File: src/design/adc_sel_pkg.sv
// Constants shared by the converter selection and result control logic.
// Assumes a single core clock domain at 40 MHz.
`default_nettype none
package adc_sel_pkg;
   localparam int RESULT_W = 10;
   localparam int CHAN_W = 5;
   localparam int REF_W = 2;
   localparam logic [9:0] FULL_SCALE = 10'h3FF;
   localparam logic [9:0] ZERO_CODE = 10'h000;
   localparam logic [7:0] NORMAL_CYCLES = 8'h0D;
   localparam logic [7:0] FIRST_CYCLES = 8'h19;
   localparam logic [7:0] PRESCALE_DEFAULT = 8'h04;
   localparam logic [4:0] SEL_RESET = 5'h00;
   localparam logic [1:0] REF_RESET = 2'h0;
   typedef enum logic [1:0] {ST_IDLE, ST_CONV, ST_LAST} conv_state_t;
endpackage
`default_nettype wire

File: src/design/adc_sel_ctrl.sv
// Channel and reference selection, conversion sequencing and result coding.
// Assumes CPU-side strobes and the analog sample arrive from core-clock logic;
// trigger and sleep-halt come from the same clock domain.
//
// Behaviour
// CPU writes go into a freely accessible temporary selection buffer.
// Buffer copies to active selection while idle; frozen once converting.
// Copying resumes in last converter cycle before done flag sets.
// Start bit begins conversion at next converter clock rising edge.
// Software waits one converter cycle after start to change selection.
// Under auto-trigger, software changes selection only at safe points.
// Selection updated at a safe point applies to next conversion.
// Free-running restart uses old channel; later results use new one.
// Software selects channel before first start; best waits for done.
// Single-ended inputs above reference give codes at full scale.
// Software discards first result after reference switch.
// Software enables converter idle, single mode, interrupt before sleep.
// Noise-reduction or idle sleep entry starts conversion after CPU halts.
// Sleep-started conversion raises completion request, even if awake.
// After wake the CPU stays active until another sleep instruction.
// Other sleep modes do not disable converter automatically.
// Result registers hold result once done flag is high.
// Single-ended code is unsigned Vin*1024/Vref, 0x000 to 0x3FF.
// Unipolar differential code is gained difference; negatives give zero.
// Normal conversion takes 13 cycles; first after enable takes 25.
// Trigger edge resets prescaler, starts; edges while converting ignored.
// Unipolar default; bipolar select gives two's complement differential.
// Reading selection register returns the buffered value last written.
// Active selection locks on the edge on which conversion starts.
`default_nettype none
module adc_sel_ctrl
   import adc_sel_pkg::*;
#(
   parameter logic [7:0] PRESCALE = PRESCALE_DEFAULT
) (
   input wire logic CORE_CLK_IN,
   input wire logic RST_N_IN,
   input wire logic SEL_WRITE_IN,
   input wire logic [4:0] CHANNEL_SELECT_IN,
   input wire logic [1:0] REFERENCE_SELECT_IN,
   input wire logic CONVERTER_ENABLE_IN,
   input wire logic START_WRITE_IN,
   input wire logic AUTO_TRIGGER_ENABLE_IN,
   input wire logic TRIGGER_IN,
   input wire logic FREE_RUN_IN,
   input wire logic BIPOLAR_SELECT_IN,
   input wire logic DIFFERENTIAL_IN,
   input wire logic SLEEP_HALT_IN,
   input wire logic SLEEP_NOISE_MODE_IN,
   input wire logic DONE_CLEAR_IN,
   input wire logic [10:0] SAMPLE_IN,
   output logic [4:0] CHANNEL_SELECT_OUT,
   output logic [1:0] REFERENCE_SELECT_OUT,
   output logic [4:0] ACTIVE_CHANNEL_OUT,
   output logic [1:0] ACTIVE_REFERENCE_OUT,
   output logic CONVERSION_START_BIT_OUT,
   output logic CONVERSION_DONE_FLAG_OUT,
   output logic [7:0] RESULT_LOW_OUT,
   output logic [7:0] RESULT_HIGH_OUT,
   output logic CONV_TICK_OUT
);
   conv_state_t state, next_state;
   logic [4:0] buf_chan, next_buf_chan, act_chan, next_act_chan;
   logic [1:0] buf_ref, next_buf_ref, act_ref, next_act_ref;
   logic [7:0] presc, next_presc, cnt, next_cnt;
   logic pend, next_pend, first, next_first, done, next_done;
   logic trig_q, next_trig_q, halt_q, next_halt_q;
   logic [9:0] result, next_result;
   logic [9:0] hold, next_hold;
   logic tick, trig_edge, sleep_start, start_req;
   logic [9:0] coded;

   assign tick = (presc == PRESCALE - 8'h01);
   assign trig_edge = TRIGGER_IN & ~trig_q;
   // Only a fresh halt edge in an idle or noise mode starts a sleep conversion.
   assign sleep_start = SLEEP_HALT_IN & ~halt_q
      & SLEEP_NOISE_MODE_IN;

   // Result coding: saturate unipolar negative differences, clip above reference.
   always_comb begin
      coded = SAMPLE_IN[9:0];
      if (SAMPLE_IN[10] && !(DIFFERENTIAL_IN && BIPOLAR_SELECT_IN)) begin
         coded = DIFFERENTIAL_IN ? ZERO_CODE : FULL_SCALE;
      end else if (!SAMPLE_IN[10] && SAMPLE_IN[9] && !DIFFERENTIAL_IN) begin
         coded = SAMPLE_IN[9:0];
      end else if (DIFFERENTIAL_IN && BIPOLAR_SELECT_IN) begin
         coded = SAMPLE_IN[9:0];
      end
   end

   always_comb begin
      next_state = state;
      next_buf_chan = buf_chan;
      next_buf_ref = buf_ref;
      next_act_chan = act_chan;
      next_act_ref = act_ref;
      next_presc = tick ? 8'h00 : presc + 8'h01;
      next_cnt = cnt;
      next_pend = pend;
      next_first = first;
      next_done = done;
      next_trig_q = TRIGGER_IN;
      next_halt_q = SLEEP_HALT_IN;
      next_result = result;
      next_hold = hold;
      start_req = pend;
      if (SEL_WRITE_IN) begin
         next_buf_chan = CHANNEL_SELECT_IN;
         next_buf_ref = REFERENCE_SELECT_IN;
      end
      if (state != ST_CONV) begin
         next_act_chan = buf_chan;
         next_act_ref = buf_ref;
      end
      if (DONE_CLEAR_IN) begin
         next_done = 1'b0;
      end
      if (START_WRITE_IN || sleep_start) begin
         next_pend = 1'b1;
      end
      if (AUTO_TRIGGER_ENABLE_IN && trig_edge && state == ST_IDLE
            && !pend) begin
         next_presc = 8'h00;
         next_pend = 1'b1;
      end
      if (!CONVERTER_ENABLE_IN) begin
         next_state = ST_IDLE;
         next_pend = 1'b0;
         next_first = 1'b1;
         next_presc = 8'h00;
      end else if (tick) begin
         case (state)
            ST_IDLE: begin
               if (start_req) begin
                  next_state = ST_CONV;
                  next_act_chan = buf_chan;
                  next_act_ref = buf_ref;
                  next_cnt = (first ? FIRST_CYCLES : NORMAL_CYCLES)
                     - 8'h02;
                  next_first = 1'b0;
               end
            end
            ST_CONV: begin
               // The code is held on every locked edge, because the active
               // selection follows the buffer again in the last cycle.
               next_hold = coded;
               if (cnt == 8'h00) begin
                  next_state = ST_LAST;
               end else begin
                  next_cnt = cnt - 8'h01;
               end
            end
            ST_LAST: begin
               next_done = 1'b1;
               next_result = hold;
               if (FREE_RUN_IN) begin
                  next_state = ST_CONV;
                  next_cnt = NORMAL_CYCLES - 8'h02;
               end else begin
                  next_state = ST_IDLE;
                  next_pend = 1'b0;
               end
            end
            default: next_state = ST_IDLE;
         endcase
      end
      if (buf_ref != next_buf_ref) begin
         next_first = 1'b1;
      end
   end

   always_ff @(posedge CORE_CLK_IN or negedge RST_N_IN) begin
      if (!RST_N_IN) begin
         state <= ST_IDLE;
         buf_chan <= SEL_RESET;
         buf_ref <= REF_RESET;
         act_chan <= SEL_RESET;
         act_ref <= REF_RESET;
         presc <= 8'h00;
         cnt <= 8'h00;
         pend <= 1'b0;
         first <= 1'b1;
         done <= 1'b0;
         trig_q <= 1'b0;
         halt_q <= 1'b0;
         result <= ZERO_CODE;
         hold <= ZERO_CODE;
      end else begin
         state <= next_state;
         buf_chan <= next_buf_chan;
         buf_ref <= next_buf_ref;
         act_chan <= next_act_chan;
         act_ref <= next_act_ref;
         presc <= next_presc;
         cnt <= next_cnt;
         pend <= next_pend;
         first <= next_first;
         done <= next_done;
         trig_q <= next_trig_q;
         halt_q <= next_halt_q;
         result <= next_result;
         hold <= next_hold;
      end
   end

   assign CHANNEL_SELECT_OUT = buf_chan;
   assign REFERENCE_SELECT_OUT = buf_ref;
   assign ACTIVE_CHANNEL_OUT = act_chan;
   assign ACTIVE_REFERENCE_OUT = act_ref;
   assign CONVERSION_START_BIT_OUT = pend;
   assign CONVERSION_DONE_FLAG_OUT = done;
   assign RESULT_LOW_OUT = result[7:0];
   assign RESULT_HIGH_OUT = {6'h00, result[9:8]};
   assign CONV_TICK_OUT = tick;

   property p_lock;
      @(posedge CORE_CLK_IN) disable iff (!RST_N_IN)
      (state == ST_CONV) && $past(state == ST_CONV) |-> $stable(act_chan);
   endproperty
   a_lock: assert property (p_lock) else $error("selection moved");

   property p_buf;
      @(posedge CORE_CLK_IN) disable iff (!RST_N_IN)
      SEL_WRITE_IN |=> CHANNEL_SELECT_OUT == $past(CHANNEL_SELECT_IN);
   endproperty
   a_buf: assert property (p_buf) else $error("buffer not written");

   property p_copy;
      @(posedge CORE_CLK_IN) disable iff (!RST_N_IN)
      state != ST_CONV |=> act_chan == $past(buf_chan);
   endproperty
   a_copy: assert property (p_copy) else $error("idle copy missing");

   property p_start;
      @(posedge CORE_CLK_IN) disable iff (!RST_N_IN)
      state == ST_IDLE && pend && tick && CONVERTER_ENABLE_IN
      |=> state == ST_CONV && act_chan == $past(buf_chan);
   endproperty
   a_start: assert property (p_start) else $error("start not taken");

   property p_done;
      @(posedge CORE_CLK_IN) disable iff (!RST_N_IN)
      state == ST_LAST && tick && CONVERTER_ENABLE_IN |=> done;
   endproperty
   a_done: assert property (p_done) else $error("done not set");

   property p_sat;
      @(posedge CORE_CLK_IN) disable iff (!RST_N_IN)
      SAMPLE_IN[10] && DIFFERENTIAL_IN && !BIPOLAR_SELECT_IN
      |-> coded == ZERO_CODE;
   endproperty
   a_sat: assert property (p_sat) else $error("no saturation");

   property p_full;
      @(posedge CORE_CLK_IN) disable iff (!RST_N_IN)
      SAMPLE_IN[10] && !DIFFERENTIAL_IN |-> coded == FULL_SCALE;
   endproperty
   a_full: assert property (p_full) else $error("no clip");

   property p_sleep;
      @(posedge CORE_CLK_IN) disable iff (!RST_N_IN)
      sleep_start && CONVERTER_ENABLE_IN |=> pend;
   endproperty
   a_sleep: assert property (p_sleep) else $error("sleep start lost");

   c_conv: cover property (@(posedge CORE_CLK_IN) state == ST_LAST ##1 done);
   c_free: cover property (@(posedge CORE_CLK_IN)
      state == ST_LAST && FREE_RUN_IN && tick);
   c_trig: cover property (@(posedge CORE_CLK_IN)
      trig_edge && AUTO_TRIGGER_ENABLE_IN);
   c_sleep: cover property (@(posedge CORE_CLK_IN)
      sleep_start ##1 pend);

   property p_hold;
      @(posedge CORE_CLK_IN) disable iff (!RST_N_IN)
      state == ST_LAST && tick && CONVERTER_ENABLE_IN
      |=> result == $past(hold);
   endproperty
   a_hold: assert property (p_hold) else $error("result not held");

   property p_free;
      @(posedge CORE_CLK_IN) disable iff (!RST_N_IN)
      state == ST_LAST && tick && CONVERTER_ENABLE_IN && FREE_RUN_IN
      |=> state == ST_CONV && pend;
   endproperty
   a_free: assert property (p_free) else $error("no restart");

   property p_clear;
      @(posedge CORE_CLK_IN) disable iff (!RST_N_IN)
      DONE_CLEAR_IN && !(state == ST_LAST && tick && CONVERTER_ENABLE_IN)
      |=> !done;
   endproperty
   a_clear: assert property (p_clear) else $error("done stuck");

   property p_off;
      @(posedge CORE_CLK_IN) disable iff (!RST_N_IN)
      !CONVERTER_ENABLE_IN |=> state == ST_IDLE && !pend && first;
   endproperty
   a_off: assert property (p_off) else $error("disable not taken");

   property p_trig;
      @(posedge CORE_CLK_IN) disable iff (!RST_N_IN)
      AUTO_TRIGGER_ENABLE_IN && trig_edge && state == ST_IDLE && !pend
      && CONVERTER_ENABLE_IN |=> pend && presc == 8'h00;
   endproperty
   a_trig: assert property (p_trig) else $error("trigger lost");

   property p_ignore;
      @(posedge CORE_CLK_IN) disable iff (!RST_N_IN)
      AUTO_TRIGGER_ENABLE_IN && trig_edge && state != ST_IDLE && !tick
      && CONVERTER_ENABLE_IN |=> presc == $past(presc) + 8'h01;
   endproperty
   a_ignore: assert property (p_ignore) else $error("edge taken");
endmodule
`default_nettype wire

File: config.mk
export PLATFORM = sky130hd
export DESIGN_NAME = adc_sel_ctrl
export DESIGN_NICKNAME = d
export VERILOG_FILES = /design/src/design/adc_sel_pkg.sv /design/src/design/adc_sel_ctrl.sv
export SDC_FILE = /design/constraint.sdc
export NUM_CORES = 1
export LEC_CHECK = 0
export ABC_AREA = 1
export BUFFER_PORTS_ARGS = -buffer_cell sky130_fd_sc_hd__buf_2
export CORE_MARGIN = 5
export CORE_UTILIZATION = 54
export DETAILED_ROUTE_END_ITERATION = 12
export MAX_ROUTING_LAYER = met4
export PLACE_DENSITY = 0.79
export SLEW_MARGIN = 10
export SYNTH_ARGS = -nofsm -noshare
export SYNTH_HDL_FRONTEND = slang
export SYNTH_SLANG_ARGS = --single-unit
File: constraint.sdc
create_clock -name CORE_CLK_IN -period 1.8 [get_ports CORE_CLK_IN]
set_input_delay 0.18 -clock CORE_CLK_IN [delete_from_list [all_inputs] [get_ports CORE_CLK_IN]]
set_output_delay 0.18 -clock CORE_CLK_IN [all_outputs]
set_load 0.01 [all_outputs]
==> impl_metrics.yaml <==
outcome:
  status: "finished clean"
timing:
  finalCriticalPeriod_ns: 1.65
  period_share_pct: 91.5
  hold_viol_final: 0
  slew_violations: 0
  final.setup.tns_ns: 0
  hold_ws_ns: 0.0209
  fin_skew_ns: 0.00638
  setup_viol: 0
  rsz0062_at_grt: "false"
  max_freq_ghz: 0.607
cts:
  clk_latency_ns: 0.34
  cts_tree: "yes"
  cts.sinks: 57
  path_clk_slew_ns: 0.06
  h-tree-depth: 3
  numCtsBuffers: 9
  post-cts-setup-buffer-count: 0
  root_buffer: "clkbuf_8"
  cts_buffer_depth: 2
min_path:
  holdCritPathClass: "input port to register"
placed_design:
  io_buffers: 57
  globalplace.congestion: 0.889
  hpwl_microns: 4450
setup_path:
  crit_required_ns: 1.62
  end_kind: "output port"
  max_stage_delay_ns: 0.36
  critical_path_class: "register to output port"
  worstPathArrival_ns: 1.47
  worstSetupStartpointType: "register"
  path_cells: "ha_1 > inv_2 > nor2_2 > nand2_2 > nor2_8 > buf_2"
  critPathSlowestCell: "dfrtp_1"
  crit_fanout: 5
logic_synthesis:
  yosysSeqAreaShare_pct: 48.8
  netlist_area_sq_mm: 0.00292
  synthCells: 367
  avgSynthCellArea_sq_um: 7.97
  yosysWarnings: 0
  yosys.cell_types.count: 33
  ys_seq_elements: 57
detailed_routing:
  num_vias: 2495
  drcViolationCount: 0
  drtPass1Iterations: 4
  drt_iter0_drc: 208
  finalWirelength_microns: 6080
  ant_nets: 0
  via_per_inst: 4.91
  routedWlPerCell_microns: 12.0
floorplan:
  core_sq_mm: 0.00517
  rows: 26
  num_io_pins: 64
  start_util_pct: 56.5
  die_h_microns: 83.6
  die_w_microns: 83.6
  fp.dieArea_sq_mm: 0.00699
final_layout:
  drive_gt1_share_pct: 21.5
  antennaDiodeCount: 0
  nNetsFinal: 472
  fillCellCount: 443
  area_growth_syn_to_layout_pct: 20.1
job:
  cap_violations: 0
grt:
  top_usage_layer: "met2"
  grt_pass1_wl_microns: 10900
  antenna_found_initial: 0
  grt_max_degree: 58
  grt_usage_pct: 19.5
  use_met3_pct: 4.24
  grt.met2_usage_pct: 30.0
  use_met1_pct: 24.5
  gr-total-overflow: 0
  grt_pass1_vias: 2464
pwr:
  peakVddDrop_uv: 723
  leakagePower_uw: 0.00193
  p_per_area_mw_per_mm2: 1260
path summary, 6_finish.rpt:
path / startpoint / endpoint / slack (ns) / cells after the start
setup reg to reg: state[0] / cnt[0] / 0.17 / 10
setup / recovery: presc[0] / CONV_TICK_OUT / 0.15 / 6
hold / removal: DONE_CLEAR_IN / CONVERSION_DONE_FLAG_OUT / 0.02 / 2
max in group asynchronous: RST_N_IN / first / 1.15 / 3
hold reg to reg: presc[0] / presc[0] / 0.46 / 1
min in group asynchronous: RST_N_IN / presc[6] / 0.36 / 3
repair_timing:
action                                 CTS  global route
setup endpoints to repair                0             1
hold buffers                             3             0
gates resized for setup                  0             1
endpoints found under the hold margin   58             0
per-layer routing:
layer  vias to the layer above  wire, microns
met2                        76           2820
li1                       1269              -
met5                         -              0
met3                        13            360
met4                         0            104
met1                      1137           2790
cell usage in the layout (no fill, tap or decap), types with 4 or more instances in the layout:
cell	instances
nand2_1	94
buf_4	4
o21ai_0	27
nor2_2	4
conb_1	6
nor2_1	34
a21oi_1	18
dfrtp_1	56
o21ai_1	10
nand3_1	21
nor3_1	5
ha_1	6
inv_1	52
buf_2	57
clkbuf_8	10
registers in the layout (all words and copies together) (netlist names):
signal                    cells
presc                         8
halt_q                        1
state                         2
result                       10
ACTIVE_REFERENCE_OUT          2
trig_q                        1
ACTIVE_CHANNEL_OUT            5
first                         1
hold                         10
CHANNEL_SELECT_OUT            5
cnt                           8
CONVERSION_DONE_FLAG_OUT      1
CONVERSION_START_BIT_OUT      1
REFERENCE_SELECT_OUT          2
through the flow:
stage               instances  worst slack, ns  util (%)  power (uW)  cell area (sq um)
finish                    508            0.153      67.9        4430               3510
global route              508        0.0000189      67.9        4750               3510
CTS                       508            0.138      67.8        4460               3510
detailed placement        490            0.164      63.2        3150               3270
global placement          490            0.188      63.2        3110               3270
floorplan                 372            0.340         -        2670               2940
where the power goes:
group,internal (uW),switching [uW],total [uW]
logic,523,827,1350
registers,1590,190,1780
clock network,808,484,1290
area by class of cell:
class	instances	area, sq um	area share (%)
Sequential cell	57	1430	40.7
Timing Repair Buffer	65	365	10.4
Clock buffer	12	145	4.13
Tap cell	70	87.6	2.49
Multi-Input combinational cell	246	1210	34.6
Clock inverter	3	65.1	1.85
Inverter	55	206	5.88
synthesized netlist by cell type:
| cell | n | share of area [%] |
|---|---|---|
| a21boi_0 | 1 | 0.26 |
| a21oi_1 | 18 | 3.1 |
| and3b_1 | 1 | 0.30 |
| buf_1 | 1 | 0.13 |
| buf_2 | 3 | 0.51 |
| buf_4 | 7 | 1.8 |
| buf_6 | 2 | 0.77 |
| clkbuf_1 | 1 | 0.13 |
| conb_1 | 1 | 0.13 |
| dfrtp_1 | 56 | 48 |
| dfstp_2 | 1 | 0.90 |
| ha_1 | 7 | 3.0 |
| inv_1 | 52 | 6.7 |
| inv_2 | 3 | 0.39 |
| nand2_1 | 94 | 12 |
| nand2_2 | 3 | 0.64 |
| nand2_4 | 1 | 0.39 |
| nand3_1 | 21 | 3.6 |
| nand3_2 | 2 | 0.68 |
| nand4_1 | 2 | 0.43 |
| nand4_4 | 1 | 0.73 |
| nor2_1 | 34 | 4.4 |
| nor2_2 | 4 | 0.86 |
| nor2_4 | 1 | 0.39 |
| nor2_8 | 1 | 0.68 |
| nor3_1 | 5 | 0.86 |
| nor3_2 | 1 | 0.34 |
| nor4_1 | 1 | 0.21 |
| o21ai_0 | 27 | 4.6 |
| o21ai_1 | 10 | 1.7 |
| o21bai_1 | 1 | 0.26 |
| xnor2_1 | 1 | 0.30 |
| xor2_1 | 3 | 0.90 |
logic make-up after synthesis:
logic type	after synthesis	synth area share, %
compound gates	57	9.93
other cells	1	0.128
flops	57	48.8
xor+xnor	4	1.20
buf+inv	69	10.4
simple gates	172	26.5
fa+ha+maj	7	3.00
critical path: cells and delay by family (launching register included):
kind / cells / cell delay, ns
DFF: 1 / 0.36
buffers and inverters: 2 / 0.22
and+or+nand+nor: 3 / 0.31
adders and majority gates: 1 / 0.24
Note: power is estimated with default switching activity, not from simulation.
